==> src/verilog/tpsc_cfg.svh <==
// Offsets, field positions and reset values of the power and status bank.
// Assumes inclusion by bare name from the package and the tpsc_bank module.
`ifndef TPSC_CFG_SVH
`define TPSC_CFG_SVH

`define TPSC_ADDR_CTRL      8'h00
`define TPSC_ADDR_TOUCH     8'h03
`define TPSC_ADDR_RAMP      8'h04
`define TPSC_ADDR_NOISE     8'h0A
`define TPSC_CTRL_RESET     8'h00
`define TPSC_FLAGS_RESET    8'h00
`define TPSC_BIT_LPSCAN     5
`define TPSC_BIT_LOWEST     4
`define TPSC_BIT_IRQ        0
`define TPSC_NCH            8

`endif

==> src/verilog/tpsc_pkg.sv <==
// Types shared by the power and status bank.
// Assumes tpsc_cfg.svh is on the include path.
`include "tpsc_cfg.svh"

package tpsc_pkg;
   typedef logic [`TPSC_NCH-1:0] tpsc_ch_t;

   typedef enum logic [2:0] {
      TPSC_ACTIVE  = 3'h1,
      TPSC_STANDBY = 3'h2,
      TPSC_SLEEP   = 3'h4
   } tpsc_pwr_e;
endpackage : tpsc_pkg

==> src/verilog/tpsc_touch_track.sv <==
// Per-channel touch tracker with noise gating and standby release.
// Assumes events from the detector are one-cycle pulses on clk.
`timescale 1ns/1ps

module tpsc_touch_track (
   // Clock and reset
   input  wire logic             clk,
   input  wire logic             reset,
   // Control
   input  wire logic             sleep_clear,
   input  wire tpsc_pkg::tpsc_ch_t scan_mask,
   input  wire tpsc_pkg::tpsc_ch_t noise,
   // Detector events
   input  wire tpsc_pkg::tpsc_ch_t touch_evt,
   input  wire tpsc_pkg::tpsc_ch_t release_evt,
   // Result
   output tpsc_pkg::tpsc_ch_t       touched,
   output tpsc_pkg::tpsc_ch_t       new_touch,
   output tpsc_pkg::tpsc_ch_t       release_pulse
);
   typedef struct packed {
      tpsc_pkg::tpsc_ch_t held;
      tpsc_pkg::tpsc_ch_t newt;
      tpsc_pkg::tpsc_ch_t rel;
   } tpsc_trk_s;

   tpsc_trk_s st_reg;
   tpsc_trk_s st_next;

   always_comb begin
      tpsc_pkg::tpsc_ch_t valid;
      tpsc_pkg::tpsc_ch_t drop;
      valid = ~noise;
      drop  = st_reg.held & ~scan_mask;
      st_next.newt = touch_evt & valid & scan_mask & ~st_reg.held;
      st_next.rel  = ((release_evt & valid) | drop) & st_reg.held;
      st_next.held = (st_reg.held | st_next.newt) & ~st_next.rel;
      if (sleep_clear) begin
         st_next = '0;
      end
   end

   always_ff @(posedge clk) begin
      if (reset) begin
         st_reg <= '0;
      end else begin
         st_reg <= st_next;
      end
   end

   assign touched       = st_reg.held;
   assign new_touch     = st_reg.newt;
   assign release_pulse = st_reg.rel;
endmodule : tpsc_touch_track

==> src/verilog/tpsc_bank.sv <==
// Power state, interrupt flag and status flags of the touch controller.
// Assumes a serial engine gives one-cycle rd/wr strobes with address and data.
//
// Behaviour
// - Standby scans only standby-selected sensors.
// - Standby keeps linked and host LEDs running.
// - Unscanned sensor releases once, then stays untouched.
// - Standby holds touch flags until host reads.
// - Deep sleep stops scan, LEDs, clears flags.
// - Wake pin or addressed transfer ends sleep.
// - Single-wire link mode ignores deep sleep.
// - Pending flag set only with alert asserted.
// - Host zero-write clears pending, alert, stale flags.
// - Wake output drops when pending clears.
// - Four-wire SPI leaves alert undriven.
// - Touch flags: bit n-1 for sensor n.
// - Still-touched sensor keeps flag, no interrupt.
// - Ramp-done flag per LED after ramp.
// - Noise flag set from analog report.
// - Noisy channel makes no touch decisions.
// - Noise flag follows report, not latched.
`timescale 1ns/1ps
`include "tpsc_cfg.svh"

module tpsc_bank (
   // Clock and reset
   input  wire logic               clk,
   input  wire logic               reset,
   // Register port from the serial engine
   input  wire logic               reg_wr,
   input  wire logic               reg_rd,
   input  wire logic [7:0]         reg_addr,
   input  wire logic [7:0]         reg_wdata,
   output logic      [7:0]         reg_rdata,
   // Link mode and activity
   input  wire logic               link_single_wire,
   input  wire logic               link_spi_4wire,
   input  wire logic               link_addressed,
   // Wake pin and configuration
   input  wire logic               wake_in,
   input  wire logic               wake_on_touch_en,
   // Sensor side
   input  wire tpsc_pkg::tpsc_ch_t standby_sel,
   input  wire tpsc_pkg::tpsc_ch_t irq_en,
   input  wire tpsc_pkg::tpsc_ch_t touch_evt,
   input  wire tpsc_pkg::tpsc_ch_t release_evt,
   input  wire tpsc_pkg::tpsc_ch_t noise_report,
   input  wire tpsc_pkg::tpsc_ch_t ramp_done_evt,
   // Outputs to scan engine and LEDs
   output tpsc_pkg::tpsc_ch_t      scan_enable,
   output logic                    led_enable,
   output logic                    standby_active,
   output logic                    sleep_active,
   // Alert pin (open drain, low active) and wake pin
   output logic                    alert_n_out,
   output logic                    alert_n_oe_n,
   output logic                    wake_out
);
   typedef struct packed {
      logic                lpscan;
      logic                lowest;
      logic                irq;
      logic                wake;
      logic                alert;
      tpsc_pkg::tpsc_ch_t  touchf;
      tpsc_pkg::tpsc_ch_t  rampf;
      tpsc_pkg::tpsc_ch_t  noisef;
      tpsc_pkg::tpsc_ch_t  scan;
      logic                leds;
      logic                oe_n;
      logic [7:0]          rdata;
   } tpsc_bank_s;

   tpsc_bank_s st_reg;
   tpsc_bank_s st_next;

   tpsc_pkg::tpsc_ch_t touched;
   tpsc_pkg::tpsc_ch_t new_touch;
   tpsc_pkg::tpsc_ch_t rel_pulse;
   logic               sleep_eff;

   function automatic logic hit(input logic [7:0] a, input logic [7:0] off);
      hit = (a == off);
   endfunction : hit

   assign sleep_eff = st_reg.lowest & ~link_single_wire;

   tpsc_touch_track u_track (
      .clk           (clk),
      .reset         (reset),
      .sleep_clear   (sleep_eff),
      .scan_mask     (st_reg.scan),
      .noise         (noise_report),
      .touch_evt     (touch_evt),
      .release_evt   (release_evt),
      .touched       (touched),
      .new_touch     (new_touch),
      .release_pulse (rel_pulse)
   );

   always_comb begin
      logic               wr_ctrl;
      logic               rd_touch;
      logic               irq_clr;
      logic               raise;
      tpsc_pkg::tpsc_ch_t stale;
      st_next  = st_reg;
      wr_ctrl  = reg_wr & hit(reg_addr, `TPSC_ADDR_CTRL);
      rd_touch = reg_rd & hit(reg_addr, `TPSC_ADDR_TOUCH);
      irq_clr  = wr_ctrl & ~reg_wdata[`TPSC_BIT_IRQ];
      raise    = |(new_touch & irq_en);
      stale    = st_reg.touchf & ~touched;

      if (wr_ctrl) begin
         st_next.lpscan = reg_wdata[`TPSC_BIT_LPSCAN];
         st_next.lowest = reg_wdata[`TPSC_BIT_LOWEST];
         // Zero clears; one is ignored
         if (!reg_wdata[`TPSC_BIT_IRQ]) begin
            st_next.irq = 1'b0;
         end
      end

      // Flags: new touches set, stale ones clear on pending clear or touch read
      st_next.touchf = st_reg.touchf | new_touch;
      if (irq_clr) begin
         st_next.touchf = (st_reg.touchf & touched) | new_touch;
         st_next.alert  = 1'b0;
         st_next.wake   = 1'b0;
      end else if (rd_touch && !st_reg.lpscan) begin
         st_next.touchf = stale ^ st_reg.touchf | new_touch;
      end else if (rd_touch) begin
         st_next.touchf = (st_reg.touchf & touched) | new_touch;
      end
      st_next.rampf  = st_reg.rampf | ramp_done_evt;
      if (irq_clr) begin
         st_next.rampf = ramp_done_evt;
      end
      st_next.noisef = noise_report;

      // Raising an interrupt: alert first, pending follows it
      if (raise) begin
         st_next.alert = 1'b1;
         if (st_reg.lpscan && wake_on_touch_en) begin
            st_next.wake = 1'b1;
         end
      end
      if (st_reg.alert) begin
         st_next.irq = 1'b1;
         if (irq_clr) begin
            st_next.irq = raise;
         end
      end

      // Wake pin or addressed traffic ends deep sleep
      if (wake_in || link_addressed) begin
         st_next.lowest = 1'b0;
      end

      if (sleep_eff) begin
         st_next.touchf = '0;
         st_next.rampf  = '0;
         st_next.noisef = '0;
         st_next.irq    = 1'b0;
         st_next.alert  = 1'b0;
         st_next.wake   = 1'b0;
      end

      // Scan selection and LED enable
      if (st_next.lowest && !link_single_wire) begin
         st_next.scan = '0;
         st_next.leds = 1'b0;
      end else if (st_next.lpscan) begin
         st_next.scan = standby_sel;
         st_next.leds = 1'b1;
      end else begin
         st_next.scan = '1;
         st_next.leds = 1'b1;
      end
      st_next.oe_n = ~st_next.alert | link_spi_4wire;

      unique case (1'b1)
         hit(reg_addr, `TPSC_ADDR_CTRL):  st_next.rdata = {2'b00, st_reg.lpscan,
                                                 st_reg.lowest, 3'b000, st_reg.irq};
         hit(reg_addr, `TPSC_ADDR_TOUCH): st_next.rdata = st_reg.touchf;
         hit(reg_addr, `TPSC_ADDR_RAMP):  st_next.rdata = st_reg.rampf;
         hit(reg_addr, `TPSC_ADDR_NOISE): st_next.rdata = st_reg.noisef;
         default:                         st_next.rdata = 8'h00;
      endcase
   end

   always_ff @(posedge clk) begin
      if (reset) begin
         st_reg        <= '0;
         st_reg.scan   <= '1;
         st_reg.leds   <= 1'b1;
         st_reg.oe_n   <= 1'b1;
      end else begin
         st_reg <= st_next;
      end
   end

   assign reg_rdata      = st_reg.rdata;
   assign scan_enable    = st_reg.scan;
   assign led_enable     = st_reg.leds;
   assign standby_active = st_reg.lpscan;
   assign sleep_active   = st_reg.lowest;
   assign alert_n_out    = 1'b0;
   assign alert_n_oe_n   = st_reg.oe_n;
   assign wake_out       = st_reg.wake;
endmodule : tpsc_bank

==> config.mk <==
export PLATFORM = sky130hd
export DESIGN_NAME = tpsc_bank
export DESIGN_NICKNAME = d
export VERILOG_FILES = /design/src/verilog/tpsc_pkg.sv /design/src/verilog/tpsc_touch_track.sv /design/src/verilog/tpsc_bank.sv
export VERILOG_INCLUDE_DIRS = /design/src /design/src/verilog
export SDC_FILE = /design/constraint.sdc
export NUM_CORES = 1
export LEC_CHECK = 0
export BUFFER_PORTS_ARGS = -buffer_cell sky130_fd_sc_hd__buf_2
export CAP_MARGIN = 25
export CELL_PAD_IN_SITES_DETAIL_PLACEMENT = 0
export CELL_PAD_IN_SITES_GLOBAL_PLACEMENT = 2
export CORE_ASPECT_RATIO = 0.7
export CORE_MARGIN = 2
export CORE_UTILIZATION = 27
export DETAILED_ROUTE_END_ITERATION = 10
export GPL_TIMING_DRIVEN = 1
export PLACE_DENSITY_LB_ADDON = 0.1
export SLEW_MARGIN = 20
export SYNTH_ARGS = -nofsm -noshare
export SYNTH_HDL_FRONTEND = slang
export SYNTH_SLANG_ARGS = --single-unit
==> constraint.sdc <==
create_clock -name clk -period 2.25 [get_ports clk]
set_input_delay 0.1125 -clock clk [delete_from_list [all_inputs] [get_ports clk]]
set_output_delay 0.1125 -clock clk [all_outputs]
set_load 0.01 [all_outputs]
==> results_dict.tcl, run 1 <==
set metrics [dict create \
    track_usage_pct 14.2 \
    vdd_ir_drop_max_mv 0.286 \
    grt-ovfl-total 0 \
    io_buffers 88 \
    hpwl_mm 5.09 \
    period_needed_ps 1590 \
    synth-compound-area-share_pct 19.8 \
    grt_pass1_wl_mm 10.5 \
    yosys.area_share.simple_pct 19.2 \
    hold_path_class "in -> reg" \
    whs_path_depth 2 \
    maxSlewViolCount 0 \
    startpoint_type "input pin" \
    intPower_w 0.00207 \
    fin_crit_sh_pct 70.7 \
    power.switching_w 0.000601 \
    die_w_um 118 \
    drt-total-wl_mm 6.72 \
    required_ps 2440 \
    synth.distinct_cells 32 \
    worst_pin_slew_ps 580 \
    area_delta_synth_final_pct 35.3 \
    synthXorXnorAreaFrac_pct 0.355 \
    finalSetupViolations 0 \
    path_clk_slew_ps 50 \
    cp_max_fo 14 \
    num_io_pins 95 \
    setup.worst_path.class "in -> reg" \
    final_cells 491 \
    skew_ps 5.84 \
    ant_nets 0 \
    swShare_pct 22.5 \
    maxCapViolCount 0 \
    worstSkewPairLatency_ps 330 \
    drt_iter0_markers 67 \
    coreArea_um2 8960 \
    final_cell_mix "89 x buf_2, 63 x dfxtp_1, 39 x nor2_1" \
    worstSetupEndpointType "register" \
    layout-drive-gt1-share_pct 30.2 \
    cp_top_family "simple AND/OR/NAND/NOR gates" \
    pwr-share-seq_pct 44.6 \
    grt_antenna_before_repair 0 \
    synth_nets 343 \
    row_count 29 \
    synth_top_family_by_area "compound AO/OA/AOI/OAI gates" \
    num_vias 2181 \
    syn_area_per_cell_um2 9.14 \
    p_clk_share_pct 47.8 \
    worstPathArrival_ps 1780 \
    firstDrtPassIters 4 \
    ctsHtreeMaxLevel 3 \
    dieArea_um2 9930 \
    place_area_um2 2920 \
    cts_root_buffer "clkbuf_16" \
    cp_cell_sequence "buf_2 > or4_4 > or4_4 > o21ai_0 > a21oi_1" \
    crit_slowest_cell "or4_4" \
    cts.sinks 63 \
    yosysWarnings 0 \
    cp.depth 5 \
    crit_path_frequent_cell "or4_4" \
    syn_inst 270 \
    synthAdderAreaFrac_pct 0 \
    gp_congestion 0.751 \
    utilization_pct 37.3 \
    design_area_um2 3340 \
    grt_max_degree 26 \
    worstReg2RegEnd "alert_n_oe_n" \
    drc 0 \
    reg2reg_depth 3 \
    synth-seq-cells 63 \
    dp.cells 460 \
    setup_tns_ps 0 \
    clockBufferDepth 2 \
    hold_violations 0 \
    routedWlPerCell_um 13.7 \
    p_per_area_nw_per_um2 800 \
    numCtsBuffers 9 \
    yosysSeqAreaShare_pct 51.1 \
    power_w 0.00267 \
    grt_pass1_vias 2092 \
    fill_cells 956 \
    multi_input_area_um2 1000 \
    synth_area_um2 2470 \
    die_h_um 84.0 \
    hold_end "scan_enable[3]" \
    seqCellArea_um2 1260 \
    post_cts_buffers 0 \
    layout_commonest_cell "buf_2" \
    start_util_pct 27.5 \
    antenna-diode-count 0 \
    synthMuxAreaShare_pct 1.22 \
    hp-start "standby_sel[3]" \
    nNetsFinal 435 \
    reg2reg_setup_slack_ps 900 \
    clock.fmax_mhz 629 \
    cts_tree "done" \
    largest_reg_flops 26 \
    relSlewSlack_pct 61.2 \
    timing.rr.start "sleep_active" \
    rsz0062_at_grt "no" \
    status "finished clean" \
    worst-path-buf-inv 1 \
    power.leakage_nw 1.45 \
    slowest_delay_ps 660 \
    ctsResizeCount 0 \
    pwr-share-comb_pct 7.6 \
    avgViaCountPerCell 4.44 \
]
area by class of cell:
type / count / area share, %
tap: 124 / 4.65
clock inverter: 3 / 0.525
clock buffer: 13 / 7.79
multi-input combinational: 174 / 30.0
sequential: 63 / 37.8
timing repair buffer: 107 / 18.4
inverter: 7 / 0.787
logic make-up after synthesis:
kind of cell | after synthesis
compound gates | 76
other cells | 1
xor+xnor | 1
simple gates | 93
mux | 3
flops | 63
buf+inv | 33
Yosys cell counts:
library cell	number	area share (%)
or3_1	2	0.51
o31a_1	8	2.8
nor3b_1	4	1.2
nand2_1	16	2.4
conb_1	1	0.15
dfxtp_1	63	51
a21oi_1	26	5.3
a22oi_1	12	3.7
o21ai_1	1	0.20
buf_6	2	0.91
a32oi_1	1	0.36
and3_1	1	0.25
clkbuf_1	7	1.1
a22o_1	11	3.9
nand3b_1	1	0.30
o31ai_1	1	0.30
nor3_4	1	0.66
xnor2_1	1	0.36
nand4_1	1	0.25
nor2b_1	1	0.25
and2_1	9	2.3
nor3_1	10	2.0
buf_4	17	5.2
nor4b_2	1	0.61
mux2i_1	3	1.2
or4b_1	1	0.41
or4_4	2	0.91
o21ai_0	16	3.2
and3b_1	1	0.36
nand2b_1	3	0.76
nor2_1	39	5.9
inv_1	7	1.1
how the worst max path moves through the flow:
| stage | start | end | slack (ps) |
|---|---|---|---|
| floorplan | reg_addr[5] | scan_enable[0] | 530 |
| global placement | reg_addr[5] | st_reg[44] | 330 |
| detailed placement | reg_addr[5] | st_reg[44] | 320 |
| CTS | reg_addr[5] | st_reg[44] | 670 |
| global route | reg_addr[5] | st_reg[42] | 580 |
| finish | reg_addr[5] | st_reg[44] | 660 |
power by group through the flow:
stage | clock network (W) | logic, W | registers (W)
floorplan | 0 | 0.0000946 | 0.00120
global placement | 0 | 0.000184 | 0.00122
detailed placement | 0 | 0.000184 | 0.00121
CTS | 0.00132 | 0.000204 | 0.00119
global route | 0.00138 | 0.000227 | 0.00120
finish | 0.00128 | 0.000202 | 0.00119
what timing repair did:
item,CTS,global route
setup endpoints to repair,0,0
hold buffers,14,0
hold endpoints to repair,14,0
stage by stage:
step	hold WS, ps	setup slack (ps)
floorplan	216	528
global placement	305	326
detailed placement	304	323
CTS	0.603	672
global route	5.60	576
finish	9.04	660
per-layer routing:
metal	track usage, %	wire (um)
met1	17.9	3300
met2	21.0	2850
met3	6.56	474
met4	5.26	90
met5	0	0
(Power assumes the default switching activity.)
==> inputs of run 2 (changes only) <==
--- a/config.mk
+++ b/config.mk
@@ -12,7 +12,7 @@
 export CELL_PAD_IN_SITES_GLOBAL_PLACEMENT = 2
 export CORE_ASPECT_RATIO = 0.7
 export CORE_MARGIN = 2
-export CORE_UTILIZATION = 27
+export CORE_UTILIZATION = 25
 export DETAILED_ROUTE_END_ITERATION = 10
 export GPL_TIMING_DRIVEN = 1
 export PLACE_DENSITY_LB_ADDON = 0.1
==> constraint.sdc (replaced) <==
create_clock -name clk -period 1.38 [get_ports clk]
set_input_delay 0.069 -clock clk [delete_from_list [all_inputs] [get_ports clk]]
set_output_delay 0.069 -clock clk [all_outputs]
set_load 0.01 [all_outputs]
==> run 2 against run 1 <==
  * Routed wire length increased by 9.7%
  * Via count rose by 5.3%
  * Clock power up 69%
  * Sequential share of layout area decreased by 4.2 points
  * Register-to-register slack worse by 760 ps
  * Global-route usage rose by 0.49 points
  * Cell count grew 7.3%
  * Largest power group unchanged
==> results_dict.tcl, run 2 (synthesis results as in run 1) <==
set metrics [dict create \
    rsz0062_at_grt "yes" \
    pre_cts_slack_ps -372 \
    intPower_w 0.00356 \
    slowest_delay_ps 580 \
    nNetsFinal 469 \
    maxSlewViolCount 0 \
    fill_cells 999 \
    fin_ws_ps 18.3 \
    area_delta_synth_final_pct 52.2 \
    pwr-share-comb_pct 9.3 \
    worst-path-buf-inv 3 \
    cts_tree "done" \
    period_needed_ps 1360 \
    power.leakage_nw 1.63 \
    hold_path_class "in -> reg" \
    layout_commonest_cell "buf_2" \
    ant_nets 0 \
    cp_top_family "simple AND/OR/NAND/NOR gates" \
    firstDrtPassIters 4 \
    timing.rr.start "u_track.new_touch[1]" \
    crit_path_frequent_cell "buf_12" \
    drt-total-wl_mm 7.37 \
    cts.sinks 63 \
    path_clk_slew_ps 50 \
    status "finished clean" \
    layout-drive-gt1-share_pct 32.6 \
    routedWlPerCell_um 14.0 \
    fin_crit_sh_pct 98.7 \
    use_met1_pct 20.0 \
    die_h_um 87.1 \
    coreArea_um2 9650 \
    start_util_pct 25.6 \
    finalSetupViolations 0 \
    grt_pass1_vias 2199 \
    p_clk_share_pct 47.8 \
    cp_cell_sequence "buf_6 > or4_4 > nor3_4 > buf_12 > mux2i_4 > buf_12 > o31a_1" \
    setup_tns_ps 0 \
    num_io_pins 95 \
    setup.worst_path.class "in -> reg" \
    crit_start "reg_addr[6]" \
    required_ps 1590 \
    track_usage_pct 14.7 \
    p_per_area_nw_per_um2 1210 \
    worstSkewPairLatency_ps 320 \
    cp_max_fo 9 \
    worstPathArrival_ps 1570 \
    final_cells 527 \
    swShare_pct 21.4 \
    row_count 30 \
    hpwl_mm 5.30 \
    num_vias 2297 \
    pwr-share-seq_pct 42.9 \
    io_buffers 88 \
    relSlewSlack_pct 60.3 \
    hold_ws_ps 20.1 \
    avgViaCountPerCell 4.36 \
    grt_use_met3_pct 5.69 \
    drc 0 \
    vdd_ir_drop_max_mv 0.466 \
    die_w_um 123 \
    power.switching_w 0.000967 \
    skew_ps 6.86 \
    cts_root_buffer "clkbuf_16" \
    grt-ovfl-total 0 \
    clock.fmax_mhz 734 \
    hold_violations 0 \
    worst_pin_slew_ps 591 \
    maxCapViolCount 0 \
    antenna-diode-count 0 \
    startpoint_type "input pin" \
    grtUsageMet2_pct 21.6 \
    busiest_layer "met2" \
    final_cell_mix "87 x buf_2, 63 x dfxtp_1, 39 x nor2_1" \
    gp_congestion 0.779 \
    drt_iter0_markers 126 \
    hp-start "wake_on_touch_en" \
    dp.cells 475 \
    utilization_pct 38.9 \
    worstSetupEndpointType "register" \
    dieArea_um2 10700 \
    crit_slowest_cell "or4_4" \
    grt_max_degree 26 \
    largest_reg_flops 26 \
    numCtsBuffers 9 \
    clockBufferDepth 2 \
    grt_antenna_before_repair 0 \
    ctsHtreeMaxLevel 3 \
    grt_pass1_wl_mm 11.3 \
]
==> run 2: cell type report <==
type | count | area, um^2 | share of cell area, %
tap | 128 | 160 | 4.26
sequential | 63 | 1260 | 33.6
clock buffer | 13 | 250 | 6.66
timing repair buffer | 140 | 967 | 25.7
clock inverter | 1 | 30.0 | 0.799
inverter | 7 | 26.3 | 0.700
multi-input combinational | 175 | 1060 | 28.2
==> run 2: final timing paths <==
check	endpoint	slack [ps]	cells past startpoint
worst max-delay path	scan_enable[1]	20	7
worst min-delay path	wake_out	20	3
worst max register to register	wake_out	140	5
worst min register to register	u_track.touched[5]	450	2
==> run 2: metrics by stage <==
| stage | area, um^2 | total power (W) |
|---|---|---|
| 6_report | 3760 | 0.00453 |
| 2_1_floorplan | 2510 | 0.00212 |
| 3_3_place_gp | 3070 | 0.00232 |
| 3_5_place_dp | 3070 | 0.00232 |
| 4_1_cts | 3730 | 0.00459 |
| 5_1_grt | 3760 | 0.00476 |
==> run 2: power groups by stage <==
stage          sequential [W]  combinational, W  clock [W]
6_report              0.00194          0.000420    0.00216
5_1_grt               0.00195          0.000469    0.00234
4_1_cts               0.00194          0.000412    0.00224
3_5_place_dp          0.00198          0.000335          0
3_3_place_gp          0.00198          0.000335          0
2_1_floorplan         0.00196          0.000157          0
==> run 2: worst reg2reg max path, stage by stage (launching register included) <==
cell and delay (ps):
dfxtp_1 320, a22oi_1 270, nand4_1 120, buf_4 180
a32oi_1 190, nor2_1 50
==> run 2: repair_timing <==
action / CTS / global route
pin swaps: 2 / 3
endpoints found under the hold margin: 36 / 0
setup buffers: 2 / 1
hold buffers: 33 / 0
gates resized for setup: 2 / 3
gates cloned: 1 / 0
setup endpoints to repair: 9 / 15
==> run 2: per-layer routing <==
metal	share of wire (%)	routed length (um)
met4	0.95	70
met1	52	3810
met3	6.1	452
met2	41	3040
met5	0	0
==> inputs of run 3 (changes only) <==
--- a/config.mk
+++ b/config.mk
@@ -6,14 +6,14 @@
 export SDC_FILE = /design/constraint.sdc
 export NUM_CORES = 1
 export LEC_CHECK = 0
-export BUFFER_PORTS_ARGS = -buffer_cell sky130_fd_sc_hd__buf_2
 export CAP_MARGIN = 25
 export CELL_PAD_IN_SITES_DETAIL_PLACEMENT = 0
 export CELL_PAD_IN_SITES_GLOBAL_PLACEMENT = 2
 export CORE_ASPECT_RATIO = 0.7
 export CORE_MARGIN = 2
-export CORE_UTILIZATION = 25
+export CORE_UTILIZATION = 32
 export DETAILED_ROUTE_END_ITERATION = 10
+export DONT_BUFFER_PORTS = 1
 export GPL_TIMING_DRIVEN = 1
 export PLACE_DENSITY_LB_ADDON = 0.1
 export SLEW_MARGIN = 20
==> run 3 against run 2 <==
  * Cell count down 21%
  * Maximum frequency up 7.4%
  * First-iteration DRC count down 37%
  * Clock power down 9.7%
  * Highest routed layer unchanged
==> results_dict.tcl, run 3 (synthesis results as in run 1) <==
set metrics [dict create \
    fin_crit_sh_pct 91.9 \
    antenna-diode-count 0 \
    cts.sinks 63 \
    period_needed_ps 1270 \
    die_w_um 109 \
    num_vias 2025 \
    hold_path_class "in -> reg" \
    row_count 26 \
    power.leakage_nw 1.28 \
    routedWlPerCell_um 15.1 \
    cp_cell_sequence "or4_4 > or4_4 > o21ai_0 > a21oi_1" \
    slowest_delay_ps 600 \
    pre_cts_slack_ps -244 \
    drc 0 \
    grt_max_degree 26 \
    cp_top_family "simple AND/OR/NAND/NOR gates" \
    cp_max_fo 12 \
    crit_path_frequent_cell "or4_4" \
    maxCapViolCount 0 \
    fin_ws_ps 112 \
    grt-ovfl-total 0 \
    nNetsFinal 384 \
    crit_slowest_cell "or4_4" \
    grt_pass1_wl_mm 9.87 \
    skew_ps 4.55 \
    coreArea_um2 7380 \
    utilization_pct 44.4 \
    rsz0062_at_grt "no" \
    hold_violations 0 \
    layout-drive-gt1-share_pct 11.7 \
    largest_reg_flops 26 \
    firstDrtPassIters 4 \
    ant_nets 0 \
    multi_input_area_um2 1040 \
    layout_commonest_cell "dfxtp_1" \
    dieArea_um2 8440 \
    vdd_ir_drop_max_mv 0.498 \
    final_cell_mix "63 x dfxtp_1, 44 x dlygate4sd3_1, 39 x nor2_1" \
    num_io_pins 95 \
    area_delta_synth_final_pct 32.8 \
    finalSetupViolations 0 \
    ctsHtreeMaxLevel 3 \
    ctsResizeCount 0 \
    drt-total-wl_mm 6.27 \
    numCtsBuffers 9 \
    cts_root_buffer "clkbuf_8" \
    cts_tree "done" \
    relSlewSlack_pct 60.6 \
    worst_pin_slew_ps 587 \
    clockBufferDepth 2 \
    fill_cells 744 \
    io_buffers 0 \
    grt_antenna_before_repair 0 \
    status "finished clean" \
    setup.worst_path.class "in -> reg" \
    worstPathArrival_ps 1500 \
    die_h_um 77.5 \
    worstSetupEndpointType "register" \
    p_per_area_nw_per_um2 1280 \
    seqCellArea_um2 1260 \
    grt_pass1_vias 2009 \
    hpwl_mm 4.64 \
    worstSkewPairLatency_ps 340 \
    startpoint_type "input pin" \
    clock.fmax_mhz 788 \
    maxSlewViolCount 0 \
    required_ps 1610 \
    track_usage_pct 15.8 \
    drt_iter0_markers 80 \
    path_clk_slew_ps 70 \
    start_util_pct 33.4 \
    avgViaCountPerCell 4.89 \
    power_w 0.00419 \
    gp_congestion 0.742 \
    worst-path-buf-inv 0 \
]
[run 3: cell count changes in the layout (fill, tap and decap cells not counted), sizes merged]
cell	previous run	this run
dlygate4sd3	33	44
clkinv	0	2
buf	106	11
or4	3	2
clkbuf	14	11
clkinvlp	0	1
bufinv	1	3
[run 3: worst min-delay path, delay by kind of cell]
family,cells,cell delay (ps)
buffers and inverters,1,140
muxes,1,50
and+or+nand+nor,1,70
[run 3: path summary, 6_finish.rpt]
kind,from,endpoint,slack [ps],cells after the start
max,reg_addr[5],st_reg[44],110,4
min,reg_wdata[5],standby_active,30,3
min reg2reg,st_reg[44],st_reg[44],480,2
max reg2reg,u_track.new_touch[1],wake_out,110,5
[run 3: layer usage]
layer	global-route usage (%)	wire (um)	share of wire (%)	up-vias
met3	6.55	460	7.3	10
met4	5.38	73	1.2	0
li1	-	-	-	1016
met2	25.5	2870	46	71
met5	0	0	0	-
met1	19.0	2860	46	928
[run 3: power by group]
group | internal (W) | switching (W)
combinational | 0.000173 | 0.000131
sequential | 0.00189 | 0.0000441
clock | 0.00124 | 0.000708
[run 3: final cells by class]
| cell class | instances | area share (%) |
|---|---|---|
| Clock buffer | 10 | 4.20 |
| Clock inverter | 6 | 3.28 |
| Inverter | 7 | 0.802 |
| Multi-Input combinational cell | 174 | 31.8 |
| Sequential cell | 63 | 38.5 |
| Tap cell | 98 | 3.74 |
| Timing Repair Buffer | 56 | 17.6 |
[run 3: what timing repair did]
item                                    in CTS  in global routing
buffers inserted                             0                  1
endpoints found under the hold margin       44                  0
hold buffers                                44                  0
endpoints found under the setup margin       0                  4
[run 3: metrics by stage]
| stage | area, um^2 | hold slack [ps] | cells | setup TNS (ps) |
|---|---|---|---|---|
| 3_3_place_gp | 2580 | 145 | 352 | -4560 |
| 4_1_cts | 3260 | 3.32 | 412 | 0 |
| 3_5_place_dp | 2580 | 146 | 352 | -4750 |
| 2_1_floorplan | 2510 | 173 | 270 | -4730 |
| 5_1_grt | 3280 | 13.7 | 414 | 0 |
| 6_report | 3280 | 26.6 | 414 | 0 |
